[config.mk]
export PLATFORM = sky130hd
export DESIGN_NAME = wdkw_top
export DESIGN_NICKNAME = d
export VERILOG_FILES = /design/src/hdl/wdkw_pkg.sv /design/src/hdl/wdkw_top.sv /design/src/hdl/wdkw_pulse.sv /design/src/hdl/wdkw_qualify.sv
export SDC_FILE = /design/constraint.sdc
export NUM_CORES = 1
export LEC_CHECK = 0
export ABC_AREA = 1
export ABC_CLOCK_PERIOD_IN_PS = 15550
export CORE_UTILIZATION = 45
export CTS_CLUSTER_DIAMETER = 150
export DETAILED_ROUTE_END_ITERATION = 8
export DONT_BUFFER_PORTS = 1
export PLACE_DENSITY = 0.67
export RECOVER_POWER = 25
export SYNTH_ARGS = -nofsm -noshare
export SYNTH_HDL_FRONTEND = slang
export SYNTH_SLANG_ARGS = --single-unit
export TNS_END_PERCENT = 20
[constraint.sdc]
create_clock -name clk_sys -period 15.55 [get_ports clk_sys]
set_input_delay 2.3325 -clock clk_sys [delete_from_list [all_inputs] [get_ports clk_sys]]
set_output_delay 2.3325 -clock clk_sys [all_outputs]
set_load 0.01 [all_outputs]
[src/hdl/wdkw_pkg.sv]
// wdkw_pkg: constants for the watchdog key service and standby wake block
// assumes a 200 MHz oscillator clock and a plain 16-bit register port
package wdkw_pkg;
    // register indices on the plain register port
    localparam logic [3:0] ADDR_POWER_MODE = 4'h0; // low_power_mode_control
    localparam logic [3:0] ADDR_WAKE_ENABLE = 4'h1; // standby_wake_enable
    localparam logic [3:0] ADDR_SERVICE_KEY = 4'h2; // service_key
    localparam logic [3:0] ADDR_TIMEOUT_CTRL = 4'h3; // timeout_control
    localparam logic [3:0] ADDR_TIMEOUT_STATUS = 4'h4; // status and counter
    localparam logic [3:0] ADDR_IDLE_CMD = 4'h5; // idle instruction strobe
    // low_power_mode_control fields
    localparam int MODE_LSB = 0;
    localparam int QUAL_LSB = 2;
    localparam int QUAL_W = 6;
    localparam logic [15:0] POWER_MODE_RESET = 16'h0000;
    localparam logic [15:0] POWER_MODE_MASK = 16'h00ff;
    localparam logic [15:0] WAKE_ENABLE_RESET = 16'h0000;
    localparam logic [6:0] QUAL_OFFSET = 7'h02;
    // timeout_control fields
    localparam int CTRL_DISABLE_BIT = 0;
    localparam int CTRL_IRQ_MODE_BIT = 1;
    localparam int CTRL_FLAG_BIT = 2; // write one to clear
    localparam logic [15:0] TIMEOUT_CTRL_RESET = 16'h0000;
    // timeout_status fields
    localparam int STAT_IRQ_LEVEL_BIT = 8;
    localparam int STAT_STANDBY_BIT = 9;
    localparam int STAT_HALT_BIT = 10;
    // service keys
    localparam logic [7:0] KEY_ARM = 8'h55;
    localparam logic [7:0] KEY_CLEAR = 8'haa;
    // counter and pulse timing
    localparam logic [7:0] COUNT_MAX = 8'hff;
    localparam int PULSE_CYCLES = 512;
    localparam logic [9:0] PULSE_LEN = 10'(PULSE_CYCLES);
    localparam int TICK_DIV = 64; // oscillator cycles per tick, keeps overflow reachable
    localparam logic [8:0] TICK_LAST = 9'(TICK_DIV - 1);
    // power modes
    typedef enum logic [2:0] {
        WDKW_RUN = 3'b001,
        WDKW_STANDBY = 3'b010,
        WDKW_HALT = 3'b100
    } wdkw_mode_e;
endpackage

[src/hdl/wdkw_top.sv]
// wdkw_top: watchdog with key service, reset or interrupt pulse, and
// low power mode selection with qualified standby wake inputs.
// assumes register strobes from clk_sys logic and wake pins from outside.
// Notes on behaviour
// - mode field: 00 idle, 01 standby, 1x halt
// - mode used only on idle instruction
// - wake qualification lasts field plus two cycles
// - enabled wake bits let their input wake
// - device reset clears all wake enables
// - counter at maximum gives 512-cycle pulse
// - software can disable the counter
// - reset pulse drives both reset outputs low
// - interrupt mode drives irq low 512 cycles
// - key 0x55 arms the counter clear
// - armed 0xAA clears counter, otherwise nothing
// - a clear consumes the arm state
// - any other key fires the watchdog event
// - bad key resets or interrupts per mode
// - reset-mode events set surviving reset flag
// - software clears flag; resets still happen
// - counter ticks at divided rate when enabled
// - wake inputs qualified before waking
// - switch to reset while irq low resets
`timescale 1ns/1ps
module wdkw_top
    import wdkw_pkg::*;
(
    // clock and reset
    input wire logic clk_sys,
    input wire logic reset,
    // register port
    input wire logic [3:0] reg_addr,
    input wire logic [15:0] reg_wdata,
    input wire logic reg_write,
    input wire logic reg_read,
    output logic [15:0] reg_rdata,
    // wake pins, bit order as standby_wake_enable
    input wire logic [15:0] wake_pins,
    // watchdog outputs
    output logic timeout_reset_out_n,
    output logic device_reset_pin_n,
    output logic timeout_irq_out_n,
    // power state
    output logic standby_active,
    output logic halt_active,
    output logic wake_event
);
    // register state
    logic [15:0] power_mode;
    logic [15:0] wake_enable;
    logic counter_disable;
    logic irq_mode;
    logic timeout_reset_flag;
    logic [7:0] timeout_counter;
    logic [8:0] tick_div;
    logic key_armed;
    wdkw_mode_e mode;
    logic [15:0] next_power_mode;
    logic [15:0] next_wake_enable;
    logic next_counter_disable;
    logic next_irq_mode;
    logic next_flag;
    logic [7:0] next_counter;
    logic [8:0] next_tick_div;
    logic next_armed;
    wdkw_mode_e next_mode;
    logic [15:0] next_rdata;
    logic next_wake_event;
    // wake pin synchronisers
    logic [15:0] wake_meta;
    logic [15:0] wake_sync;
    logic [15:0] wake_src;
    logic [15:0] wake_ok;
    logic wake_any;
    // event wiring
    logic tick;
    logic overflow;
    logic bad_key;
    logic wd_event;
    logic reset_trigger;
    logic irq_trigger;
    logic reset_pulse_n;
    logic irq_pulse_n;
    logic [6:0] need;
    logic wr_ctrl;
    logic wr_key;

    // decode a write to one register index
    function automatic logic hit(input logic [3:0] a, input logic [3:0] idx,
                                 input logic stb);
        hit = stb && (a == idx);
    endfunction

    // synchronise the wake pins, first stage read only by the second
    always_ff @(posedge clk_sys or posedge reset) begin
        if (reset) begin
            wake_meta <= 16'h0000;
            wake_sync <= 16'h0000;
        end else begin
            wake_meta <= wake_pins;
            wake_sync <= wake_meta;
        end
    end

    // watchdog irq wakes from bit 2, level from the pulse stage
    always_comb begin
        wake_src = wake_sync;
        wake_src[2] = ~irq_pulse_n;
    end

    // qualify each enabled wake source
    assign need = {1'b0, power_mode[QUAL_LSB +: QUAL_W]} + QUAL_OFFSET;
    genvar gi;
    generate
        for (gi = 0; gi < 16; gi++) begin : g_wake
            wdkw_qualify u_qual (
                .clk_sys(clk_sys),
                .reset(reset),
                .wake_in(wake_src[gi] & wake_enable[gi]),
                .need(need),
                .qualified(wake_ok[gi])
            );
        end
    endgenerate
    assign wake_any = |wake_ok;

    // event decode
    assign wr_ctrl = hit(reg_addr, ADDR_TIMEOUT_CTRL, reg_write);
    assign wr_key = hit(reg_addr, ADDR_SERVICE_KEY, reg_write);
    assign tick = (tick_div == TICK_LAST);
    assign overflow = !counter_disable && tick && (timeout_counter == COUNT_MAX);
    assign bad_key = wr_key && (reg_wdata[7:0] != KEY_ARM)
        && (reg_wdata[7:0] != KEY_CLEAR);
    assign wd_event = overflow || bad_key;
    assign reset_trigger = (wd_event && !irq_mode)
        || (wr_ctrl && !reg_wdata[CTRL_IRQ_MODE_BIT] && !irq_pulse_n);
    assign irq_trigger = wd_event && irq_mode;

    // next state of registers, counter and mode
    always_comb begin
        next_power_mode = power_mode;
        next_wake_enable = wake_enable;
        next_counter_disable = counter_disable;
        next_irq_mode = irq_mode;
        next_flag = timeout_reset_flag;
        next_counter = timeout_counter;
        next_tick_div = tick_div + 9'h001;
        next_armed = key_armed;
        next_mode = mode;
        next_wake_event = 1'b0;
        if (hit(reg_addr, ADDR_POWER_MODE, reg_write)) begin
            next_power_mode = reg_wdata & POWER_MODE_MASK;
        end
        if (hit(reg_addr, ADDR_WAKE_ENABLE, reg_write)) begin
            next_wake_enable = reg_wdata;
        end
        if (wr_ctrl) begin
            next_counter_disable = reg_wdata[CTRL_DISABLE_BIT];
            next_irq_mode = reg_wdata[CTRL_IRQ_MODE_BIT];
            if (reg_wdata[CTRL_FLAG_BIT]) begin
                next_flag = 1'b0;
            end
        end
        // counter runs on the divided tick
        if (counter_disable) begin
            next_tick_div = 9'h000;
        end else if (tick) begin
            next_counter = timeout_counter + 8'h01;
            next_tick_div = 9'h000; // divider restarts on each tick
        end
        // key service
        if (wr_key && reg_wdata[7:0] == KEY_ARM) begin
            next_armed = 1'b1;
        end else if (wr_key && reg_wdata[7:0] == KEY_CLEAR && key_armed) begin
            next_counter = 8'h00;
            next_tick_div = 9'h000;
            next_armed = 1'b0;
        end
        // flag set wins over a clear in the same cycle
        if (reset_trigger) begin
            next_flag = 1'b1;
            next_armed = 1'b0;
            next_counter = 8'h00;
            next_tick_div = 9'h000;
        end
        // power mode entered only on the idle instruction
        case (mode)
            WDKW_RUN: begin
                if (hit(reg_addr, ADDR_IDLE_CMD, reg_write)) begin
                    if (power_mode[MODE_LSB + 1]) begin
                        next_mode = WDKW_HALT;
                    end else if (power_mode[MODE_LSB]) begin
                        next_mode = WDKW_STANDBY;
                    end
                end
            end
            WDKW_STANDBY: begin
                if (wake_any) begin
                    next_mode = WDKW_RUN;
                    next_wake_event = 1'b1;
                end
            end
            WDKW_HALT: begin
                next_mode = WDKW_HALT;
            end
            default: begin
                next_mode = WDKW_RUN;
            end
        endcase
        // read data
        next_rdata = 16'h0000;
        if (reg_read) begin
            case (reg_addr)
                ADDR_POWER_MODE: next_rdata = power_mode;
                ADDR_WAKE_ENABLE: next_rdata = wake_enable;
                ADDR_SERVICE_KEY, ADDR_TIMEOUT_CTRL: begin
                    next_rdata[CTRL_DISABLE_BIT] = counter_disable;
                    next_rdata[CTRL_IRQ_MODE_BIT] = irq_mode;
                    next_rdata[CTRL_FLAG_BIT] = timeout_reset_flag;
                end
                ADDR_TIMEOUT_STATUS: begin
                    next_rdata[7:0] = timeout_counter;
                    next_rdata[STAT_IRQ_LEVEL_BIT] = irq_pulse_n;
                    next_rdata[STAT_STANDBY_BIT] = (mode == WDKW_STANDBY);
                    next_rdata[STAT_HALT_BIT] = (mode == WDKW_HALT);
                end
                default: next_rdata = 16'h0000;
            endcase
        end
    end

    // register all state; the flag survives the watchdog's own reset
    always_ff @(posedge clk_sys or posedge reset) begin
        if (reset) begin
            power_mode <= POWER_MODE_RESET;
            wake_enable <= WAKE_ENABLE_RESET;
            counter_disable <= TIMEOUT_CTRL_RESET[CTRL_DISABLE_BIT];
            irq_mode <= TIMEOUT_CTRL_RESET[CTRL_IRQ_MODE_BIT];
            timeout_reset_flag <= TIMEOUT_CTRL_RESET[CTRL_FLAG_BIT];
            timeout_counter <= 8'h00;
            tick_div <= 9'h000;
            key_armed <= 1'b0;
            mode <= WDKW_RUN;
            reg_rdata <= 16'h0000;
            wake_event <= 1'b0;
        end else begin
            power_mode <= next_power_mode;
            wake_enable <= next_wake_enable;
            counter_disable <= next_counter_disable;
            irq_mode <= next_irq_mode;
            timeout_reset_flag <= next_flag;
            timeout_counter <= next_counter;
            tick_div <= next_tick_div;
            key_armed <= next_armed;
            mode <= next_mode;
            reg_rdata <= next_rdata;
            wake_event <= next_wake_event;
        end
    end

    // reset and interrupt pulse stretchers
    wdkw_pulse u_reset_pulse (
        .clk_sys(clk_sys),
        .reset(reset),
        .trigger(reset_trigger),
        .pulse_n(reset_pulse_n)
    );
    wdkw_pulse u_irq_pulse (
        .clk_sys(clk_sys),
        .reset(reset),
        .trigger(irq_trigger),
        .pulse_n(irq_pulse_n)
    );

    // outputs straight from flip-flops
    assign timeout_reset_out_n = reset_pulse_n;
    assign device_reset_pin_n = reset_pulse_n;
    assign timeout_irq_out_n = irq_pulse_n;
    assign standby_active = mode[1];
    assign halt_active = mode[2];
endmodule // wdkw_top

[src/hdl/wdkw_pulse.sv]
// wdkw_pulse: stretches a one-cycle trigger into a fixed-length low pulse
// assumes trigger from logic on clk_sys; retrigger while busy is ignored
`timescale 1ns/1ps
module wdkw_pulse
    import wdkw_pkg::*;
(
    // clock and reset
    input wire logic clk_sys,
    input wire logic reset,
    // trigger in, pulse out
    input wire logic trigger,
    output logic pulse_n
);
    logic [9:0] remain;
    logic [9:0] next_remain;
    logic next_pulse_n;

    // count down the low time
    always_comb begin
        next_remain = remain;
        if (remain != 10'h000) begin
            next_remain = remain - 10'h001;
        end else if (trigger) begin
            next_remain = PULSE_LEN;
        end
        next_pulse_n = (next_remain == 10'h000);
    end

    // register the pulse state
    always_ff @(posedge clk_sys or posedge reset) begin
        if (reset) begin
            remain <= 10'h000;
            pulse_n <= 1'b1;
        end else begin
            remain <= next_remain;
            pulse_n <= next_pulse_n;
        end
    end
endmodule // wdkw_pulse

[src/hdl/wdkw_qualify.sv]
// wdkw_qualify: one wake input held high for a programmed run of cycles
// assumes the input is already synchronised to clk_sys
`timescale 1ns/1ps
module wdkw_qualify
    import wdkw_pkg::*;
(
    // clock and reset
    input wire logic clk_sys,
    input wire logic reset,
    // wake input and required length
    input wire logic wake_in,
    input wire logic [6:0] need,
    output logic qualified
);
    logic [6:0] run;
    logic [6:0] next_run;

    // count consecutive high cycles, saturating at the need
    always_comb begin
        next_run = 7'h00;
        if (wake_in) begin
            next_run = (run >= need) ? run : run + 7'h01;
        end
    end

    // register the run length
    always_ff @(posedge clk_sys or posedge reset) begin
        if (reset) begin
            run <= 7'h00;
        end else begin
            run <= next_run;
        end
    end

    assign qualified = wake_in && (run + 7'h01 >= need);
endmodule // wdkw_qualify

== Word level (Yosys, flattened, before mapping) ==
Index checks and enable logic that the tools add are counted.
Storage, ports and cells
  register bits: 231
  output and inout port bits: 22
  word-level logic and storage cells: 249
Operators by class
  add/subtract/negate cells: 21
  order comparisons: 32
  equal/unequal tests: 33
  multiplexer cells: 63
  bitwise logic cells: 17
  reductions and logical operators: 50
Operators with widths (count)
  $ge A7 B7 Y1: 32
  $mux W7: 32
  $add A7 B1 Y7 const B: 16
  $mux W9: 5
  $mux W10: 4
  $mux W8: 5
  $ne A2 B2 Y1 const B: 18
  $logic_and A1 B1 Y1: 32
  $pmux W8 S3: 1
  $logic_not A10 Y1: 2
  $reduce_bool A10 Y1: 2
  $sub A10 B1 Y10 const B: 2
  $and A1 B1 Y1: 16
  $eq A8 B8 Y1 const B: 2
  $mux W16: 1
  $reduce_or A16 Y1: 1
  $mux W3: 4
  $pmux W3 S4: 1
  $add A9 B1 Y9 const B: 1
  $eq A9 B6 Y1 const B: 1
  $pmux W3 S3: 1
  $add A8 B1 Y8 const B: 1
  $eq A4 B2 Y1 const B: 2
  $eq A4 B3 Y1 const B: 2
  other kinds (20): 32

== Depth between registers and ports, before layout ==
Gate-level depths: netlist of the first run.
  depth after elaboration: 10
  gate-level depth with buffers: 21

== By module ==
From an unflattened synthesis of the first run, not the netlist that was laid out.
Unflattened totals
  cell total of the unflattened synthesis: 2624
  area, all modules: 18844.3 um^2
Modules (own cells, without submodules)
  wdkw_qualify: instances 16, cells an instance 124, area an instance 830.8 um^2
  wdkw_top: instances 1, cells an instance 472, area an instance 4197.8 um^2
  wdkw_pulse: instances 2, cells an instance 84, area an instance 676.9 um^2

== Least setup slack after synthesis of the first run ==
Ideal clock, no wire load.
  path type: flip-flop to flip-flop
  from: reg power_mode[3]
  to: reg g_wake[4].u_qual.run[2]
  setup time: 0.065 ns
  data arrival time: 3.935 ns
  required time: 15.485 ns
  path slack: 11.549 ns
  stages on the path, launching flop included: 12
  path buffers: 1
  period minus slack after synthesis: 4.001 ns
  cell sequence: dfrtp_1 -> ha_1 -> xnor2_1 -> ha_1 -> a21boi_0 -> o21ai_0 -> nand3_1 -> a31o_2 -> buf_2 -> nor2_4 -> nand2_1 -> nand2_1
Between the ends
  word-level cells in the longest chain between the ends: 3
RTL lines
  from (decl): RTL line wdkw_top.sv:49  | logic [15:0] power_mode;
  from (signal assigned): RTL line wdkw_top.sv:247  | power_mode <= next_power_mode;
  $add A6 B2 Y7: RTL line wdkw_top.sv:112  | assign need = {1'b0, power_mode[QUAL_LSB +: QUAL_W]} + QUAL_OFFSET;
  $ge A7 B7 Y1: RTL line wdkw_qualify.sv:22  | next_run = (run >= need) ? run : run + 7'h01;
  $ne A2 B2 Y1 (no source line)
  to (signal assigned): RTL line wdkw_qualify.sv:31  | run <= next_run;
  to (decl): RTL line wdkw_qualify.sv:15  | logic [6:0] run;
Every way passes these cells.
A chain may end at the register's enable or synchronous reset.

==> results of run 1 <==
[power by group through the flow]
stage,combinational [mW],clock (mW),sequential [mW]
finish,0.506,0.696,0.719
global route,0.597,0.736,0.727
CTS,0.513,0.716,0.719
detailed placement,0.510,0,0.729
global placement,0.493,0,0.727
floorplan,0.380,0,0.711
[flip-flops by register name, indices dropped and copies added (netlist names)]
signal	count
u_irq_pulse.remain	10
g_wake.u_qual.run	112
key_armed	1
timeout_counter	8
reg_rdata	16
wake_event	1
u_irq_pulse.pulse_n	1
power_mode	8
u_reset_pulse.remain	10
wake_meta	15
counter_disable	1
irq_mode	1
wake_enable	16
mode	3
u_reset_pulse.pulse_n	1
timeout_reset_flag	1
wake_sync	15
tick_div	9
[cell families after synthesis]
kind of cell	share of synthesized area
buffers and inverters	0.0896
AOI/OAI and AO/OA	0.0877
xor gates and xnor gates	0.0459
and+or+nand+nor	0.242
DFF	0.362
adders and majority gates	0.168
muxes	0.00427
[final timing paths]
kind	from	end	cells past startpoint	slack (ns)
max	reset	power_mode[2]	3	9.40
min	wake_meta[8]	wake_sync[8]	0	0.35
max reg2reg	power_mode[3]	g_wake[14].u_qual.run[1]	15	11.35
min reg2reg	wake_meta[8]	wake_sync[8]	0	0.35
max in group clk_sys	power_mode[3]	g_wake[14].u_qual.run[1]	15	11.35
min in group asynchronous	reset	u_irq_pulse.remain[9]	1	2.99
[per-stage QoR]
stage           util  total power [mW]
3_3_place_gp   0.473              1.22
5_1_grt        0.501              2.06
3_5_place_dp   0.473              1.24
6_report       0.501              1.92
4_1_cts        0.501              1.95
2_1_floorplan      -              1.09
[per-layer routing]
metal | part of all wire | track usage
met1 | 0.47 | 0.281
met2 | 0.46 | 0.361
met3 | 0.049 | 0.0345
met4 | 0.023 | 0.0580
met5 | 0 | 0
[layout make-up]
class | instances | share of cell area
inverters | 342 | 0.0741
clock inverters | 15 | 0.0125
well taps | 455 | 0.0328
flip-flops and latches | 229 | 0.331
multi-input cells | 1421 | 0.502
clock buffers | 35 | 0.0442
diodes | 1 | 0.000144
repair buffers | 9 | 0.00390
[Yosys cell counts, types with 3 or more instances]
| cell | instances |
|---|---|
| buf_4 | 7 |
| mux2_2 | 6 |
| o22ai_1 | 7 |
| clkbuf_1 | 5 |
| inv_1 | 324 |
| nor4_1 | 3 |
| a21oi_1 | 42 |
| clkinv_1 | 12 |
| xnor2_1 | 12 |
| dfrtp_1 | 226 |
| nand2_2 | 4 |
| nand4_1 | 21 |
| nand3_1 | 192 |
| nand3_2 | 4 |
| buf_2 | 6 |
| buf_6 | 3 |
| o211ai_1 | 4 |
| nand2_1 | 499 |
| a221oi_1 | 3 |
| a31o_2 | 3 |
| a21boi_0 | 28 |
| ha_1 | 213 |
| nor2_1 | 101 |
| nor3_1 | 21 |
| a31oi_1 | 4 |
| inv_2 | 6 |
| dfstp_2 | 3 |
| o31ai_1 | 13 |
| nor2_2 | 6 |
| nand3b_1 | 20 |
| xor2_1 | 71 |
| nor2_4 | 5 |
| o21ai_0 | 122 |
[critical path: cells and delay by family]
| family | cells | cell delay [ns] |
|---|---|---|
| buffers and inverters | 3 | 4.26 |
==> flow_summary.yaml, run 1 <==
run_status:
  status: "complete, but fails checks"
  violations: "capacitance limit, slew limit"
clocking:
  cts.sinks: 229
  cts.path.max_buffers: 3
  cts_root_buf: "clkbuf_16"
  postCtsResizedCells: 0
  clk_pin_slew_worst_paths_ns: 0.06
  cts_tree: "done"
  h-tree-depth: 1
  clkLatencyLatePin_ns: 0.55
  cts_setup_buffers: 0
  cts_buffers: 27
  ctsHoldBuffers: 0
cells_and_area:
  final_area_um2: 17300
  nets: 2283
  nFillCells: 3288
  multi_input_area_um2: 8700
  seqCellArea_um2: 5740
  syn2layout_area_growth_pct: 9.50
  drive_above_1_share: 0.0517
  fin_cells: 2507
  final_common_cell: "nand2_1"
  layout_common_cells: "nand2_1 (499), inv_1 (324), dfrtp_1 (224)"
yosys:
  synth_seq_area_share: 0.362
  avgSynthCellArea_um2: 7.87
  netlist.area_leader.share: 0.357
  ys_seq_elements: 229
  syn-cell-area_um2: 15800
  ys.warnings.count: 0
  syn_nets: 2266
  synth_area_leaders: "dfrtp_1 (36%), ha_1 (17%), nand2_1 (12%)"
  synth_edf_count: 0
  netlist_instances: 2013
  yosys.area.top_type: "dfrtp_1"
  synthArstFlopShare: 1.00
  synth.distinct_cells: 46
  synthFlopType: "dfrtp_1"
power:
  switching_share: 0.345
  power_density_nw_per_um2: 111
  ir_drop_v: 0.0000963
  clkPwrFrac: 0.362
  intPower_mw: 1.26
  p_switching_uw: 663
  cellLeakagePower_nw: 9.17
  comb_power_share: 0.264
  p_seq_frac: 0.374
timing:
  hold_viol: 0
  hold_ws_ns: 0.347
  finClkSkew_ns: 0.0124
  rsz0062_at_grt: "no"
  tns_ns: 0
  period_needed_ns: 6.15
  setup_viol: 0
  max_freq_mhz: 163
  worst_pin_slew_ns: 4.44
  slew_violations: 98
  layout_setup_ws_ns: 9.40
  finalCritPeriodShare: 0.396
  maxSlewHeadroom: -1.98
setup_path:
  required_ns: 16.04
  critical_path_arrival_ns: 6.64
  startpoint_type: "primary input"
  worstSetupEndpointType: "asynchronous set/reset pin"
  crit_fanout: 97
  cpPeakStageDelay_ns: 2.43
  cpMaxStageDelayCell: "clkinvlp_2"
  path_class: "primary input to asynchronous set/reset pin"
  path_cells: "clkinvlp_2, buf_4, buf_4"
  path_common_cell: "buf_4"
place:
  dpl_cell_area_um2: 16400
  place_ws_ns: 10.77
  io_buffer_count: 0
  place.gp.congestion: 0.884
  post-dp-hpwl_mm: 26.0
  dp.cells: 2456
route:
  drc_errors: 0
  wl_per_cell_um: 14.8
  drt-initial-drc-count: 678
  finalWirelength_mm: 37.0
  dr_total_vias: 12954
  via_per_inst: 5.17
  dr.pass1.iters: 5
  ant_nets: 0
grt:
  grt_pass1_vias: 12983
  grt_pass1_wl_mm: 62.8
  grt_max_degree: 98
  overflow: 0
  antenna_found_initial: 1
  grt_usage: 0.213
die:
  row_count: 68
  io_pins: 62
  core_area_um2: 34600
  die_w_um: 190
  start_util: 0.457
  die_area_um2: 35900
  dieHeight_um: 190
worst_hold_path:
  hold_class: "register to register"
run:
  maxCapViolations: 1
No activity file was read; power rests on OpenSTA's default activity.
==> run 2, diff against run 1 <==
Settings changed: ABC_CLOCK_PERIOD_IN_PS 15550 to 5400, PLACE_DENSITY 0.67 to 0.69.
Clock period 15.55 ns to 5.4 ns, I/O delays scaled along.
==> flow_summary.yaml, run 2 (same netlist as run 1, synthesis figures left out) <==
cells_and_area:
  multi_input_area_um2: 8690
  seqCellArea_um2: 5740
  layout_common_cells: "nand2_1 (499), inv_1 (323), dfrtp_1 (224)"
  drive_above_1_share: 0.0472
  final_common_cell: "nand2_1"
  nets: 2284
  reg.largest.list: "g_wake.u_qual.run x112, reg_rdata x16, wake_enable x16"
  syn2layout_area_growth_pct: 9.22
  largest_reg_flops: 112
  top_register: "g_wake.u_qual.run"
  final_area_um2: 17300
  nFillCells: 3289
route:
  ant_nets: 0
  finalWirelength_mm: 36.6
  drt-initial-drc-count: 615
  wl_per_cell_um: 14.6
  dr_total_vias: 12981
  dr.pass1.iters: 5
  drc_errors: 0
  via_per_inst: 5.17
clocking:
  cts.sinks: 229
  cts.path.max_buffers: 3
  cts_tree: "done"
  cts_buffers: 28
  clkLatencyLatePin_ns: 0.57
  postCtsResizedCells: 0
  h-tree-depth: 1
  clk_pin_slew_worst_paths_ns: 0.06
  cts_root_buf: "clkbuf_16"
place:
  io_buffer_count: 0
  dpl_cell_area_um2: 16400
  post-dp-hpwl_mm: 25.7
  place.gp.congestion: 0.861
  place_ws_ns: 1.23
timing:
  finalCritPeriodShare: 0.780
  setup_viol: 0
  tns_ns: 0
  period_needed_ns: 4.21
  rsz0062_at_grt: "no"
  maxSlewHeadroom: -1.04
  layout_setup_ws_ns: 1.19
  worst_pin_slew_ns: 3.06
  finClkSkew_ns: 0.0291
  slew_violations: 257
  hold_viol: 0
  max_freq_mhz: 237
power:
  ir_drop_v: 0.000288
  switching_share: 0.349
  cellLeakagePower_nw: 9.14
  intPower_mw: 3.54
  power_density_nw_per_um2: 314
  clkPwrFrac: 0.350
  p_switching_mw: 1.90
  comb_power_share: 0.268
  p_seq_frac: 0.382
setup_path:
  cpMaxStageDelayCell: "nand3_2"
  path_class: "register to register"
  required_ns: 5.82
  worstSetupEndpointType: "register"
  cpPeakStageDelay_ns: 0.90
  path_common_cell: "inv_1"
  critical_path.top_delay_family: "simple AND/OR/NAND/NOR gates"
  crit_fanout: 34
  critical_path_arrival_ns: 4.63
  path_buf_inv: 3
  startpoint_type: "register"
  path_cells: "buf_4, inv_1, nor3_1, nand3_2, ha_1, a31oi_1, inv_1, nand2_1, a21oi_1"
die:
  start_util: 0.457
  core_area_um2: 34600
  die_area_um2: 35900
  die_w_um: 190
  dieHeight_um: 190
  io_pins: 62
  row_count: 68
run:
  maxCapViolations: 3
grt:
  antenna_found_initial: 1
  grt_pass1_wl_mm: 62.3
  overflow: 0
  grt_pass1_vias: 12827
  grt_max_degree: 174
  grt_usage: 0.211
run_status:
  violations: "capacitance limit, slew limit"
  status: "complete, but fails checks"
worst_hold_path:
  hold_class: "primary input to register"
## run 2: worst paths after layout
kind | from | endpoint | slack (ns) | cells past startpoint
max | power_mode[3] | g_wake[14].u_qual.run[2] | 1.19 | 9
min | wake_pins[6] | wake_meta[6] | 0.26 | 0
max reg2reg | power_mode[3] | g_wake[14].u_qual.run[2] | 1.19 | 9
min reg2reg | wake_meta[1] | wake_sync[1] | 0.35 | 0
max in group asynchronous | reset | g_wake[11].u_qual.run[0] | 1.68 | 3
min in group asynchronous | reset | u_irq_pulse.remain[2] | 0.57 | 2
## run 2: power by group through the flow
stage	Sequential (mW)	Combinational [mW]	Clock [mW]
after floorplan	2.05	1.09	0
after detailed placement	2.11	1.46	0
after global placement	2.10	1.40	0
final	2.08	1.46	1.90
after CTS	2.08	1.47	1.96
after global routing	2.11	1.71	2.01
## run 2: layout make-up
type	instances	area share
inverters	342	0.0743
flip-flops and latches	229	0.332
clock buffers	44	0.0480
well taps	455	0.0329
multi-input cells	1421	0.503
repair buffers	9	0.00434
diodes	1	0.000145
clock inverters	8	0.00600
## run 2: metrics by stage
stage          cells  hold slack, ns   util  power [mW]
2_1_floorplan   2013           0.331      -        3.14
3_3_place_gp    2455           0.332  0.473        3.50
6_report        2509           0.264  0.500        5.44
5_1_grt         2508           0.246  0.499        5.82
3_5_place_dp    2455           0.336  0.473        3.57
4_1_cts         2508           0.236  0.500        5.51
## run 2: timing repair
item / 4_1_cts / 5_1_grt
setup buffers: 0 / 0
hold buffers: 1 / 0
hold endpoints to repair: 1 / 0
## run 2: worst register-to-register path: cells and delay by family, from the launching register on
kind	cells	cell delay [ns]
compound gates	2	0.87
fa+ha+maj	1	0.67
buf+inv	3	0.77
flops	1	0.35
simple gates	3	1.39
## run 2: routing by layer
metal  track usage  vias up  wire (um)
li1              -     6570          -
met1         0.284     6102      17100
met2         0.357      256      17100
met3        0.0258       53       1560
met4        0.0533        0        820
met5             0        -          0
